[src/design/sched_pkg.sv]
`default_nettype none
package sched_pkg;

  // page addresses of the scheduler command set
  localparam logic [7:0] COMMON_PAGE = 8'h6B;
  localparam logic [7:0] START_PAGE  = 8'h6C;
  localparam logic [7:0] RUN_PAGE    = 8'h6D;
  localparam logic [7:0] EVENT_PAGE  = 8'h6E;
  localparam logic [7:0] ACTION_PAGE = 8'h6F;

  // common page
  localparam logic [7:0] ENTRY_SELECTOR_OFS = 8'h16;

  // start-time page
  localparam logic [7:0] ACTIVE_OFS             = 8'h00;
  localparam logic [7:0] START_MINUTE_OFS       = 8'h01;
  localparam logic [7:0] START_HOUR_OFS         = 8'h02;
  localparam logic [7:0] START_DAY_OF_MONTH_OFS = 8'h03;
  localparam logic [7:0] START_MONTH_OFS        = 8'h04;
  localparam logic [7:0] START_YEAR_OFS         = 8'h05;
  localparam logic [7:0] START_PAGE_FAULT_OFS   = 8'h06;

  // running-time page, words low byte first
  localparam logic [7:0] RUN_PAGE_FAULT_OFS    = 8'h00;
  localparam logic [7:0] DURATION_LO_OFS       = 8'h01;
  localparam logic [7:0] DURATION_HI_OFS       = 8'h02;
  localparam logic [7:0] REPEAT_LO_OFS         = 8'h03;
  localparam logic [7:0] REPEAT_HI_OFS         = 8'h04;

  // actions page
  localparam logic [7:0] HOST_POWER_ACTION_OFS = 8'h00;
  localparam logic [7:0] AUX_RAIL_ACTION_OFS   = 8'h01;
  localparam logic [7:0] RELAY_SET_ACTION_OFS  = 8'h02;

  // written codes
  localparam logic [7:0] ACTIVE_STOP = 8'h00;
  localparam logic [7:0] ACTIVE_RUN  = 8'hFF;
  localparam logic [7:0] FLAG_OFF    = 8'h00;
  localparam logic [7:0] FLAG_ON     = 8'h01;
  localparam logic [7:0] ENTRY_MAX   = 8'h03;

  // reset values
  localparam logic [7:0]  SELECTOR_RST     = 8'h00;
  localparam logic [7:0]  START_MINUTE_RST = 8'h00;
  localparam logic [7:0]  START_HOUR_RST   = 8'h00;
  localparam logic [7:0]  START_DAY_RST    = 8'h01;
  localparam logic [7:0]  START_MONTH_RST  = 8'h01;
  localparam logic [7:0]  START_YEAR_RST   = 8'h00;
  localparam logic [15:0] DURATION_RST     = 16'h0001;
  localparam logic [15:0] REPEAT_RST       = 16'h0000;

  // fault byte bit positions
  localparam int FAULT_MINUTE   = 0;
  localparam int FAULT_HOUR     = 1;
  localparam int FAULT_DAY      = 2;
  localparam int FAULT_MONTH    = 3;
  localparam int FAULT_YEAR     = 4;
  localparam int FAULT_DURATION = 5;
  localparam int FAULT_REPEAT   = 6;

  localparam int ENTRIES = 4;

  typedef enum logic [1:0] {ST_IDLE, ST_RUN, ST_PAUSE} entry_state_t;

endpackage
`default_nettype wire

[src/design/event_action_scheduler_regs.sv]
`timescale 1ns/1ps
`default_nettype none
module event_action_scheduler_regs (
  input  wire logic       clk,
  input  wire logic       rst_n,
  input  wire logic [7:0] page,
  input  wire logic [7:0] sub_addr,
  input  wire logic       wr_en,
  input  wire logic [7:0] wr_data,
  input  wire logic       rd_en,
  output logic      [7:0] rd_data,
  output logic            rd_valid,
  input  wire logic [7:0] rtc_minute,
  input  wire logic [7:0] rtc_hour,
  input  wire logic [7:0] rtc_day_of_month,
  input  wire logic [7:0] rtc_month,
  input  wire logic [7:0] rtc_year,
  input  wire logic       rtc_minute_tick,
  output logic            host_power_on,
  output logic            aux_rail_on,
  output logic            relay_set,
  output logic      [3:0] entry_running
);

  ////////////////////////////////////////////////////////////////////////////
  function automatic logic digits_ok(input logic [7:0] b);
    digits_ok = (b[7:4] <= 4'h9) && (b[3:0] <= 4'h9);
  endfunction

  function automatic logic [6:0] bcd2_bin(input logic [7:0] b);
    // widen first so the product never wraps at four bits
    bcd2_bin = 7'(b[7:4]) * 7'h0A + 7'(b[3:0]);
  endfunction

  function automatic logic bcd2_in(input logic [7:0] b, input logic [6:0] lo, input logic [6:0] hi);
    bcd2_in = digits_ok(b) && (bcd2_bin(b) >= lo) && (bcd2_bin(b) <= hi);
  endfunction

  function automatic logic [13:0] bcd4_bin(input logic [15:0] w);
    bcd4_bin = 14'(w[15:12]) * 14'h3E8 + 14'(w[11:8]) * 14'h064
             + 14'(w[7:4]) * 14'h00A + 14'(w[3:0]);
  endfunction

  ////////////////////////////////////////////////////////////////////////////
  logic [1:0]  entry_selector;
  logic [3:0]  entry_active;

  logic [7:0]  start_minute       [sched_pkg::ENTRIES];
  logic [7:0]  start_hour         [sched_pkg::ENTRIES];
  logic [7:0]  start_day_of_month [sched_pkg::ENTRIES];
  logic [7:0]  start_month        [sched_pkg::ENTRIES];
  logic [7:0]  start_year         [sched_pkg::ENTRIES];

  logic [15:0] action_duration_minutes [sched_pkg::ENTRIES];
  logic [15:0] action_repeat_minutes   [sched_pkg::ENTRIES];

  logic [3:0]  host_power_action;
  logic [3:0]  aux_rail_action;
  logic [3:0]  relay_set_action;

  logic [7:0]  entry_fault [sched_pkg::ENTRIES];
  logic [3:0]  running;
  logic [7:0]  next_rd_data;

  // page and offset decode
  wire logic pg_common = (page == sched_pkg::COMMON_PAGE);
  wire logic pg_start  = (page == sched_pkg::START_PAGE);
  wire logic pg_run    = (page == sched_pkg::RUN_PAGE);
  wire logic pg_action = (page == sched_pkg::ACTION_PAGE);

  wire logic wr_sel    = wr_en && pg_common && (sub_addr == sched_pkg::ENTRY_SELECTOR_OFS);

  wire logic wr_active = wr_en && pg_start  && (sub_addr == sched_pkg::ACTIVE_OFS);
  wire logic wr_min    = wr_en && pg_start  && (sub_addr == sched_pkg::START_MINUTE_OFS);
  wire logic wr_hour   = wr_en && pg_start  && (sub_addr == sched_pkg::START_HOUR_OFS);
  wire logic wr_day    = wr_en && pg_start  && (sub_addr == sched_pkg::START_DAY_OF_MONTH_OFS);
  wire logic wr_month  = wr_en && pg_start  && (sub_addr == sched_pkg::START_MONTH_OFS);
  wire logic wr_year   = wr_en && pg_start  && (sub_addr == sched_pkg::START_YEAR_OFS);

  wire logic wr_dur_lo = wr_en && pg_run    && (sub_addr == sched_pkg::DURATION_LO_OFS);
  wire logic wr_dur_hi = wr_en && pg_run    && (sub_addr == sched_pkg::DURATION_HI_OFS);
  wire logic wr_rep_lo = wr_en && pg_run    && (sub_addr == sched_pkg::REPEAT_LO_OFS);
  wire logic wr_rep_hi = wr_en && pg_run    && (sub_addr == sched_pkg::REPEAT_HI_OFS);

  wire logic wr_host   = wr_en && pg_action && (sub_addr == sched_pkg::HOST_POWER_ACTION_OFS);
  wire logic wr_aux    = wr_en && pg_action && (sub_addr == sched_pkg::AUX_RAIL_ACTION_OFS);
  wire logic wr_relay  = wr_en && pg_action && (sub_addr == sched_pkg::RELAY_SET_ACTION_OFS);

  // only the two documented codes move a flag; anything else leaves it alone
  wire logic flag_on   = (wr_data == sched_pkg::FLAG_ON);
  wire logic flag_off  = (wr_data == sched_pkg::FLAG_OFF);
  wire logic flag_cmd  = flag_on || flag_off;
  wire logic act_cmd   = (wr_data == sched_pkg::ACTIVE_RUN) || (wr_data == sched_pkg::ACTIVE_STOP);

  ////////////////////////////////////////////////////////////////////////////
  // selector and single-bit controls
  always_ff @(posedge clk or negedge rst_n) begin
    if (!rst_n) begin
      entry_selector    <= sched_pkg::SELECTOR_RST[1:0];
      entry_active      <= 4'h0;
      host_power_action <= 4'h0;
      aux_rail_action   <= 4'h0;
      relay_set_action  <= 4'h0;
    end else begin
      if (wr_sel && (wr_data <= sched_pkg::ENTRY_MAX)) begin
        entry_selector <= wr_data[1:0];
      end

      if (wr_active && act_cmd) begin
        entry_active[entry_selector] <= (wr_data == sched_pkg::ACTIVE_RUN);
      end

      if (wr_host && flag_cmd) begin
        host_power_action[entry_selector] <= flag_on;
      end

      if (wr_aux && flag_cmd) begin
        aux_rail_action[entry_selector] <= flag_on;
      end

      if (wr_relay && flag_cmd) begin
        relay_set_action[entry_selector] <= flag_on;
      end
    end
  end

  // time, duration and repeat fields of the selected entry
  always_ff @(posedge clk or negedge rst_n) begin
    if (!rst_n) begin
      for (int i = 0; i < sched_pkg::ENTRIES; i++) begin
        start_minute[i]            <= sched_pkg::START_MINUTE_RST;
        start_hour[i]              <= sched_pkg::START_HOUR_RST;
        start_day_of_month[i]      <= sched_pkg::START_DAY_RST;
        start_month[i]             <= sched_pkg::START_MONTH_RST;
        start_year[i]              <= sched_pkg::START_YEAR_RST;
        action_duration_minutes[i] <= sched_pkg::DURATION_RST;
        action_repeat_minutes[i]   <= sched_pkg::REPEAT_RST;
      end
    end else begin
      if (wr_min) begin
        start_minute[entry_selector] <= wr_data;
      end

      if (wr_hour) begin
        start_hour[entry_selector] <= wr_data;
      end

      if (wr_day) begin
        start_day_of_month[entry_selector] <= wr_data;
      end

      if (wr_month) begin
        start_month[entry_selector] <= wr_data;
      end

      if (wr_year) begin
        start_year[entry_selector] <= wr_data;
      end

      if (wr_dur_lo) begin
        action_duration_minutes[entry_selector][7:0] <= wr_data;
      end

      if (wr_dur_hi) begin
        action_duration_minutes[entry_selector][15:8] <= wr_data;
      end

      if (wr_rep_lo) begin
        action_repeat_minutes[entry_selector][7:0] <= wr_data;
      end

      if (wr_rep_hi) begin
        action_repeat_minutes[entry_selector][15:8] <= wr_data;
      end
    end
  end

  ////////////////////////////////////////////////////////////////////////////
  // per-entry fault bytes and run state machines
  for (genvar e = 0; e < sched_pkg::ENTRIES; e++) begin : g_entry
    sched_pkg::entry_state_t state;
    logic [13:0] remain;
    logic [13:0] rep_left;

    wire logic [13:0] dur_bin = bcd4_bin(action_duration_minutes[e]);
    wire logic [13:0] rep_bin = bcd4_bin(action_repeat_minutes[e]);
    wire logic dur_ok = digits_ok(action_duration_minutes[e][15:8])
                     && digits_ok(action_duration_minutes[e][7:0]) && (dur_bin != 14'd0);
    wire logic rep_ok = digits_ok(action_repeat_minutes[e][15:8]) && digits_ok(action_repeat_minutes[e][7:0]);
    wire logic cfg_ok = (entry_fault[e] == 8'h00);
    wire logic repeats = (rep_bin != 14'd0);

    // a faulty entry never starts from idle; one already running is not stopped by a fault and still restarts
    wire logic time_hit = (start_minute[e] == rtc_minute) && (start_hour[e] == rtc_hour)
                       && (start_day_of_month[e] == rtc_day_of_month) && (start_month[e] == rtc_month)
                       && (start_year[e] == rtc_year) && cfg_ok;

    assign entry_fault[e][sched_pkg::FAULT_MINUTE]   = !bcd2_in(start_minute[e], 7'd0, 7'd59);
    assign entry_fault[e][sched_pkg::FAULT_HOUR]     = !bcd2_in(start_hour[e], 7'd0, 7'd23);
    assign entry_fault[e][sched_pkg::FAULT_DAY]      = !bcd2_in(start_day_of_month[e], 7'd1, 7'd31);
    assign entry_fault[e][sched_pkg::FAULT_MONTH]    = !bcd2_in(start_month[e], 7'd1, 7'd12);
    assign entry_fault[e][sched_pkg::FAULT_YEAR]     = !bcd2_in(start_year[e], 7'd0, 7'd99);
    assign entry_fault[e][sched_pkg::FAULT_DURATION] = !dur_ok;
    assign entry_fault[e][sched_pkg::FAULT_REPEAT]   = !rep_ok;
    assign entry_fault[e][7]                         = 1'b0;

    assign running[e] = (state == sched_pkg::ST_RUN);

    // state advances on the rtc minute tick only, except that an inactive entry drops to idle at once
    always_ff @(posedge clk or negedge rst_n) begin
      if (!rst_n) begin
        state    <= sched_pkg::ST_IDLE;
        remain   <= 14'd0;
        rep_left <= 14'd0;
      end else if (!entry_active[e]) begin
        // inactive wins over a tick; a stop written in the tick cycle takes hold one cycle later
        state <= sched_pkg::ST_IDLE;
      end else if (rtc_minute_tick) begin
        case (state)
          sched_pkg::ST_IDLE: begin
            if (time_hit) begin
              state    <= sched_pkg::ST_RUN;
              remain   <= dur_bin;
              rep_left <= rep_bin;
            end
          end
          sched_pkg::ST_RUN, sched_pkg::ST_PAUSE: begin
            // a new period restarts the run even while it is still on
            if (repeats && (rep_left <= 14'd1)) begin
              state    <= sched_pkg::ST_RUN;
              remain   <= dur_bin;
              rep_left <= rep_bin;
            end else begin
              rep_left <= rep_left - 14'd1;
              if (state == sched_pkg::ST_RUN) begin
                remain <= remain - 14'd1;
                if (remain <= 14'd1) begin
                  state <= repeats ? sched_pkg::ST_PAUSE : sched_pkg::ST_IDLE;
                end
              end
            end
          end
          default: begin
            state <= sched_pkg::ST_IDLE;
          end
        endcase
      end
    end
  end

  ////////////////////////////////////////////////////////////////////////////
  // action drive: power-up is the only class, so no class field exists
  wire logic next_host  = |(running & host_power_action);
  wire logic next_aux   = |(running & aux_rail_action);
  wire logic next_relay = |(running & relay_set_action);

  always_ff @(posedge clk or negedge rst_n) begin
    if (!rst_n) begin
      host_power_on <= 1'b0;
      aux_rail_on   <= 1'b0;
      relay_set     <= 1'b0;
      entry_running <= 4'h0;
    end else begin
      host_power_on <= next_host;
      aux_rail_on   <= next_aux;
      relay_set     <= next_relay;
      entry_running <= running;
    end
  end

  ////////////////////////////////////////////////////////////////////////////
  // read mux; unmapped locations and the empty events page read zero
  always_comb begin
    next_rd_data = 8'h00;
    if (pg_common && (sub_addr == sched_pkg::ENTRY_SELECTOR_OFS)) begin
      next_rd_data = {6'h00, entry_selector};
    end else if (pg_start && (sub_addr == sched_pkg::ACTIVE_OFS)) begin
      next_rd_data = entry_active[entry_selector] ? sched_pkg::ACTIVE_RUN : sched_pkg::ACTIVE_STOP;
    end else if (pg_start && (sub_addr == sched_pkg::START_MINUTE_OFS)) begin
      next_rd_data = start_minute[entry_selector];
    end else if (pg_start && (sub_addr == sched_pkg::START_HOUR_OFS)) begin
      next_rd_data = start_hour[entry_selector];
    end else if (pg_start && (sub_addr == sched_pkg::START_DAY_OF_MONTH_OFS)) begin
      next_rd_data = start_day_of_month[entry_selector];
    end else if (pg_start && (sub_addr == sched_pkg::START_MONTH_OFS)) begin
      next_rd_data = start_month[entry_selector];
    end else if (pg_start && (sub_addr == sched_pkg::START_YEAR_OFS)) begin
      next_rd_data = start_year[entry_selector];
    end else if (pg_start && (sub_addr == sched_pkg::START_PAGE_FAULT_OFS)) begin
      next_rd_data = entry_fault[entry_selector];
    end else if (pg_run && (sub_addr == sched_pkg::RUN_PAGE_FAULT_OFS)) begin
      next_rd_data = entry_fault[entry_selector];
    end else if (pg_run && (sub_addr == sched_pkg::DURATION_LO_OFS)) begin
      next_rd_data = action_duration_minutes[entry_selector][7:0];
    end else if (pg_run && (sub_addr == sched_pkg::DURATION_HI_OFS)) begin
      next_rd_data = action_duration_minutes[entry_selector][15:8];
    end else if (pg_run && (sub_addr == sched_pkg::REPEAT_LO_OFS)) begin
      next_rd_data = action_repeat_minutes[entry_selector][7:0];
    end else if (pg_run && (sub_addr == sched_pkg::REPEAT_HI_OFS)) begin
      next_rd_data = action_repeat_minutes[entry_selector][15:8];
    end else if (pg_action && (sub_addr == sched_pkg::HOST_POWER_ACTION_OFS)) begin
      next_rd_data = {7'h00, host_power_action[entry_selector]};
    end else if (pg_action && (sub_addr == sched_pkg::AUX_RAIL_ACTION_OFS)) begin
      next_rd_data = {7'h00, aux_rail_action[entry_selector]};
    end else if (pg_action && (sub_addr == sched_pkg::RELAY_SET_ACTION_OFS)) begin
      next_rd_data = {7'h00, relay_set_action[entry_selector]};
    end
  end

  // read data holds until the next read
  always_ff @(posedge clk or negedge rst_n) begin
    if (!rst_n) begin
      rd_data  <= 8'h00;
      rd_valid <= 1'b0;
    end else begin
      rd_valid <= rd_en;
      if (rd_en) begin
        rd_data <= next_rd_data;
      end
    end
  end

endmodule
`default_nettype wire

[config.mk]
export PLATFORM = sky130hd
export DESIGN_NAME = event_action_scheduler_regs
export DESIGN_NICKNAME = d
export VERILOG_FILES = /design/src/design/sched_pkg.sv /design/src/design/event_action_scheduler_regs.sv
export SDC_FILE = /design/constraint.sdc
export NUM_CORES = 2
export LEC_CHECK = 0
export CORE_AREA = 2 2 302 304
export CTS_CLUSTER_SIZE = 8
export DETAILED_ROUTE_END_ITERATION = 12
export DIE_AREA = 0 0 304 306
export DONT_BUFFER_PORTS = 1
export PLACE_DENSITY = 0.73
export SYNTH_ARGS = -nofsm -noshare
export SYNTH_HDL_FRONTEND = slang
export SYNTH_SLANG_ARGS = --single-unit
[constraint.sdc]
create_clock -name clk -period 13.5 [get_ports clk]
set_clock_uncertainty 0.15 [all_clocks]
set_input_delay 2.7 -clock clk [delete_from_list [all_inputs] [get_ports clk]]
set_output_delay 2.7 -clock clk [all_outputs]
set_load 0.01 [all_outputs]
==> summary.md <==
The run finished with clean final reports. The share of the synthesized netlist area taken by xor and xnor gates is 6.32%. The ratio of final minimum period to clock period came out at 53.0%.

After floorplanning, the core was divided into 110 placement rows. Launching element type of the critical path: a flip-flop. The worst-case IR drop observed on VDD is 0.0000695 V. Power comes to 3.03 mW. In the final design database the tool counted 5335 nets.

Worst slew margin relative to its limit: 7.25%. The source of the worst hold timing path is g_entry[1].remain[12]$_DFFE_PN0P_. Setup repair after global routing left no endpoint under its margin. The logs give 1 for the initial antenna violation count and 0 for the number of antenna cells inserted.

Synthesis produced a netlist with a net count of 5389. The time the worst path needs with I/O delays and setup was 7.15 ns; the area overhead of the layout relative to synthesis was 6.78%. Summing all placed instances gives a cell area of 44800 um2. Of the total synthesized cell area, the portion taken by AND, OR, NAND and NOR gates is 12.4%.

Cells with a size suffix above 1 make up 10.5% of the layout. For the final routed database, the setup TNS stands at 0 ns. The first-pass GRT wire length was 200000 um; the worst-case reg-to-reg path depth was 22. The adder-cell area share of the yosys netlist was 25.2%. The average instance in the mapped netlist occupies 9.62 um2. Summed over its instances, the top area cell type makes up 24.6% of the synthesized netlist area.

For the maximum number of pins on one net before global-route repair, the log shows 443. For this block, the via count after detailed routing is 35500. The logs give 0 for the final-report setup violation count and 89600 um2 for the floorplan core area. The later pin in the worst-skew pair is clocked with a latency of 0.62 ns.

The number of register bits inferred by synthesis is 442, and the number of synthesis warnings is 0. Among all flip-flop cells after synthesis, the most frequent one is dfrtp_1. The sum of routed wire length over all layers is 129000 um.

The launching point of the worst reg2reg path is action_repeat_minutes[14]$_DFFE_PN0P_. The starting density of the core was 48.8%. The worst min-delay path class is reg -> reg. Dominant cell type by area after synthesis: dfrtp_1. TritonCTS created 67 clock buffers. The number of hold-repair buffers added at the cts stage was 0; the number of detailed-route iterations in the first pass was 6. The tools report the number of maximum-capacitance violations as 0. The share of async-settable or async-resettable flops after synthesis is 100%. The layout has 7920 filler cells. The wire-length estimate of the detail-placed layout is 97000 um. For the static leakage, the log shows 22.9 nW. The final number of max-transition violations was 0; the number of synthesized flops with an enable pin was 0. Dividing total power by cell area gives a power density of 64.9 nW/um2. The final instance count without filler cells came out at 5712. OpenSTA, run right after detailed placement, puts the worst setup slack at 6.41 ns.

For the pin with the worst max-slew slack, the measured transition is 1.38 ns. The tools report the final hold violation count as 0. After synthesis, the cell types taking the most area are dfrtp_1 (25%), ha_1 (17%), fa_1 (8.1%), mux2_2 (6.3%), mux4_2 (4.2%).

Least setup slack across all paths after layout: 6.35 ns. For this run, the top clock speed supported by timing is 140 MHz. Across all hold checks on the routed design, the worst slack comes to 0.327 ns. The netlist uses 96 different library cells. Library cell with the highest instance count after synthesis: ha_1. The congestion estimate from routability-driven global placement came to 1.03. For hold timing, the worst endpoint is g_entry[1].remain[12]$_DFFE_PN0P_. The finished cells cover 46700 um2. The run gives 0 as the number of DRC violations after detailed routing.

During I/O placement, the number of pins put on the boundary was 85. The complex-gate fraction of the synthesized area is 14.6%. The largest family of logic cells by synthesized area was adder cells. The floorplan step set the die height to 306 um. The total grt overflow was 0; the share of synthesized area spent on multiplexers was 11.3%.

The number of placed instances, taps included, is 5601. After synthesis, the most frequently instantiated cells are ha_1 (596), dfrtp_1 (430), inv_1 (395). For the internal reg-to-reg setup slack, the log shows 6.35 ns.

Global routing consumed, over all layers together, 27.5% of the routing resources. The endpoint required time on the critical path was 13.90 ns; the average vias per placed instance was 6.22. The die area came out at 93000 um2.

The clock tree buffer depth was 3. The utilization after layout is 52.1%. The H-tree was split into 3 levels.

Total clock sinks: 442. The clock-pin transition on the worst setup and hold timing paths is 0.05 ns, and the data arrival at the endpoint of the critical path is 7.56 ns. In this run, post-CTS repair resized a total of 0 instances. In this run the post-CTS setup repair buffer count came out at 0.

The category of the worst setup path capture point was a flip-flop. The cell count after synthesis came out at 4548. Buffers placed on the I/O ports in this run total 0. The post-synth design cell area came out at 43700 um2. In this run the critical register-to-register path is captured at g_entry[3].remain[13]$_DFFE_PN0P_. Of all nets on the critical path, the largest fanout is 51. The detailed router finished its first iteration with 3642 violations.

The final antenna-violating net count is 0. The chip width came out at 304 um. The via count of the first global-routing pass was 34500; the share of synthesized area occupied by flip-flops and latches was 25.3%. The number of instances on the worst hold path works out to 1.

The worst setup path is of the reg -> reg kind. Clock root buffer master: clkbuf_16. The average detailed-routed wire length per instance was 22.5 um. TritonCTS built the clock tree.
-- registers in the layout (all words and copies together), names as in the netlist, 8 cells and up --
name / count
rd_data: 8
start_minute: 32
start_hour: 32
start_year: 32
start_day_of_month: 32
g_entry.remain: 56
action_duration_minutes: 64
g_entry.rep_left: 56
start_month: 32
action_repeat_minutes: 64
g_entry.state: 8
-- metal layers --
metal,global-route usage (%),vias up,share of wire (%)
li1,-,16200,-
met2,40.7,1520,43
met4,11.2,2,4.4
met3,7.79,314,11
met1,37.6,17500,42
met5,0,-,0.011
-- worst max path at each step --
stage                                           from  slack, ns                                 end  cells after the start
5_1_grt        action_repeat_minutes[14]$_DFFE_PN0P_       5.89   g_entry[3].remain[13]$_DFFE_PN0P_                     22
3_5_place_dp   action_repeat_minutes[14]$_DFFE_PN0P_       6.41    g_entry[3].remain[5]$_DFFE_PN0P_                     22
3_3_place_gp   action_repeat_minutes[13]$_DFFE_PN0P_       6.52   g_entry[3].remain[13]$_DFFE_PN0P_                     22
6_report       action_repeat_minutes[14]$_DFFE_PN0P_       6.35   g_entry[3].remain[13]$_DFFE_PN0P_                     22
2_1_floorplan  action_repeat_minutes[14]$_DFFE_PN0P_       7.69  g_entry[3].rep_left[1]$_DFFE_PN0P_                     23
4_1_cts        action_repeat_minutes[14]$_DFFE_PN0P_       6.40   g_entry[3].remain[13]$_DFFE_PN0P_                     22
-- final cells by class --
type,count,area [um2],share of cell area [%]
Clock buffer,101,1850,3.95
Clock inverter,10,105,0.225
Inverter,395,1480,3.17
Multi-Input combinational cell,3571,30600,65.5
Sequential cell,442,11100,23.7
Tap cell,1176,1470,3.15
Timing Repair Buffer,17,128,0.273
-- critical path, stage by stage (launching register included) --
cell and delay (ns):
dfrtp_1 0.50, fa_1 0.68, inv_1 0.10, fa_1 0.51, inv_1 0.04, ha_1 0.33
nor2b_1 0.14, o21ai_0 0.15, nand2b_1 0.10, xor2_1 0.15, ha_1 0.29, ha_1 0.29
ha_1 0.40, o21a_1 0.15, o21ai_0 0.06, a31oi_1 0.21, a21oi_1 0.08, or4_1 0.56
o41ai_2 0.43, nand2_2 0.59, nor2_2 0.42, or2_1 0.52, o22a_1 0.24
-- kinds of logic (layout without fill, tap and decap cells) --
group	after synthesis	in the layout
and+or+nand+nor	1118	1118
AOI/OAI and AO/OA	999	999
adders and majority gates	777	777
buffers and inverters	535	523
DFF	442	442
muxes	363	363
xor gates and xnor gates	314	314
-- report_power, final --
part           leakage (nW)  internal, mW  switching [mW]
sequential             5.68          1.34         0.00975
combinational          16.2        0.0302          0.0373
clock                 0.944         0.958           0.661
-- placed cells by master (no fill, tap or decap), types with 22 or more instances in the layout --
master,n
nand4_1,46
ha_1,596
dfrtp_1,428
fa_1,176
inv_1,395
nor2_1,262
a31oi_1,33
nand3_1,82
nand2b_1,48
or3_1,40
a21oi_1,201
o21a_1,36
mux2i_1,38
nand2_1,318
nor2b_1,46
o21ai_1,53
a22o_1,32
clkbuf_1,31
a211oi_1,38
nor4_1,67
o21ai_0,282
mux4_2,82
clkbuf_16,68
nor3_1,102
a21o_1,78
a22oi_1,22
xnor2_1,160
mux2_2,243
xor2_1,153
No activity file was read; power rests on OpenSTA's default activity.
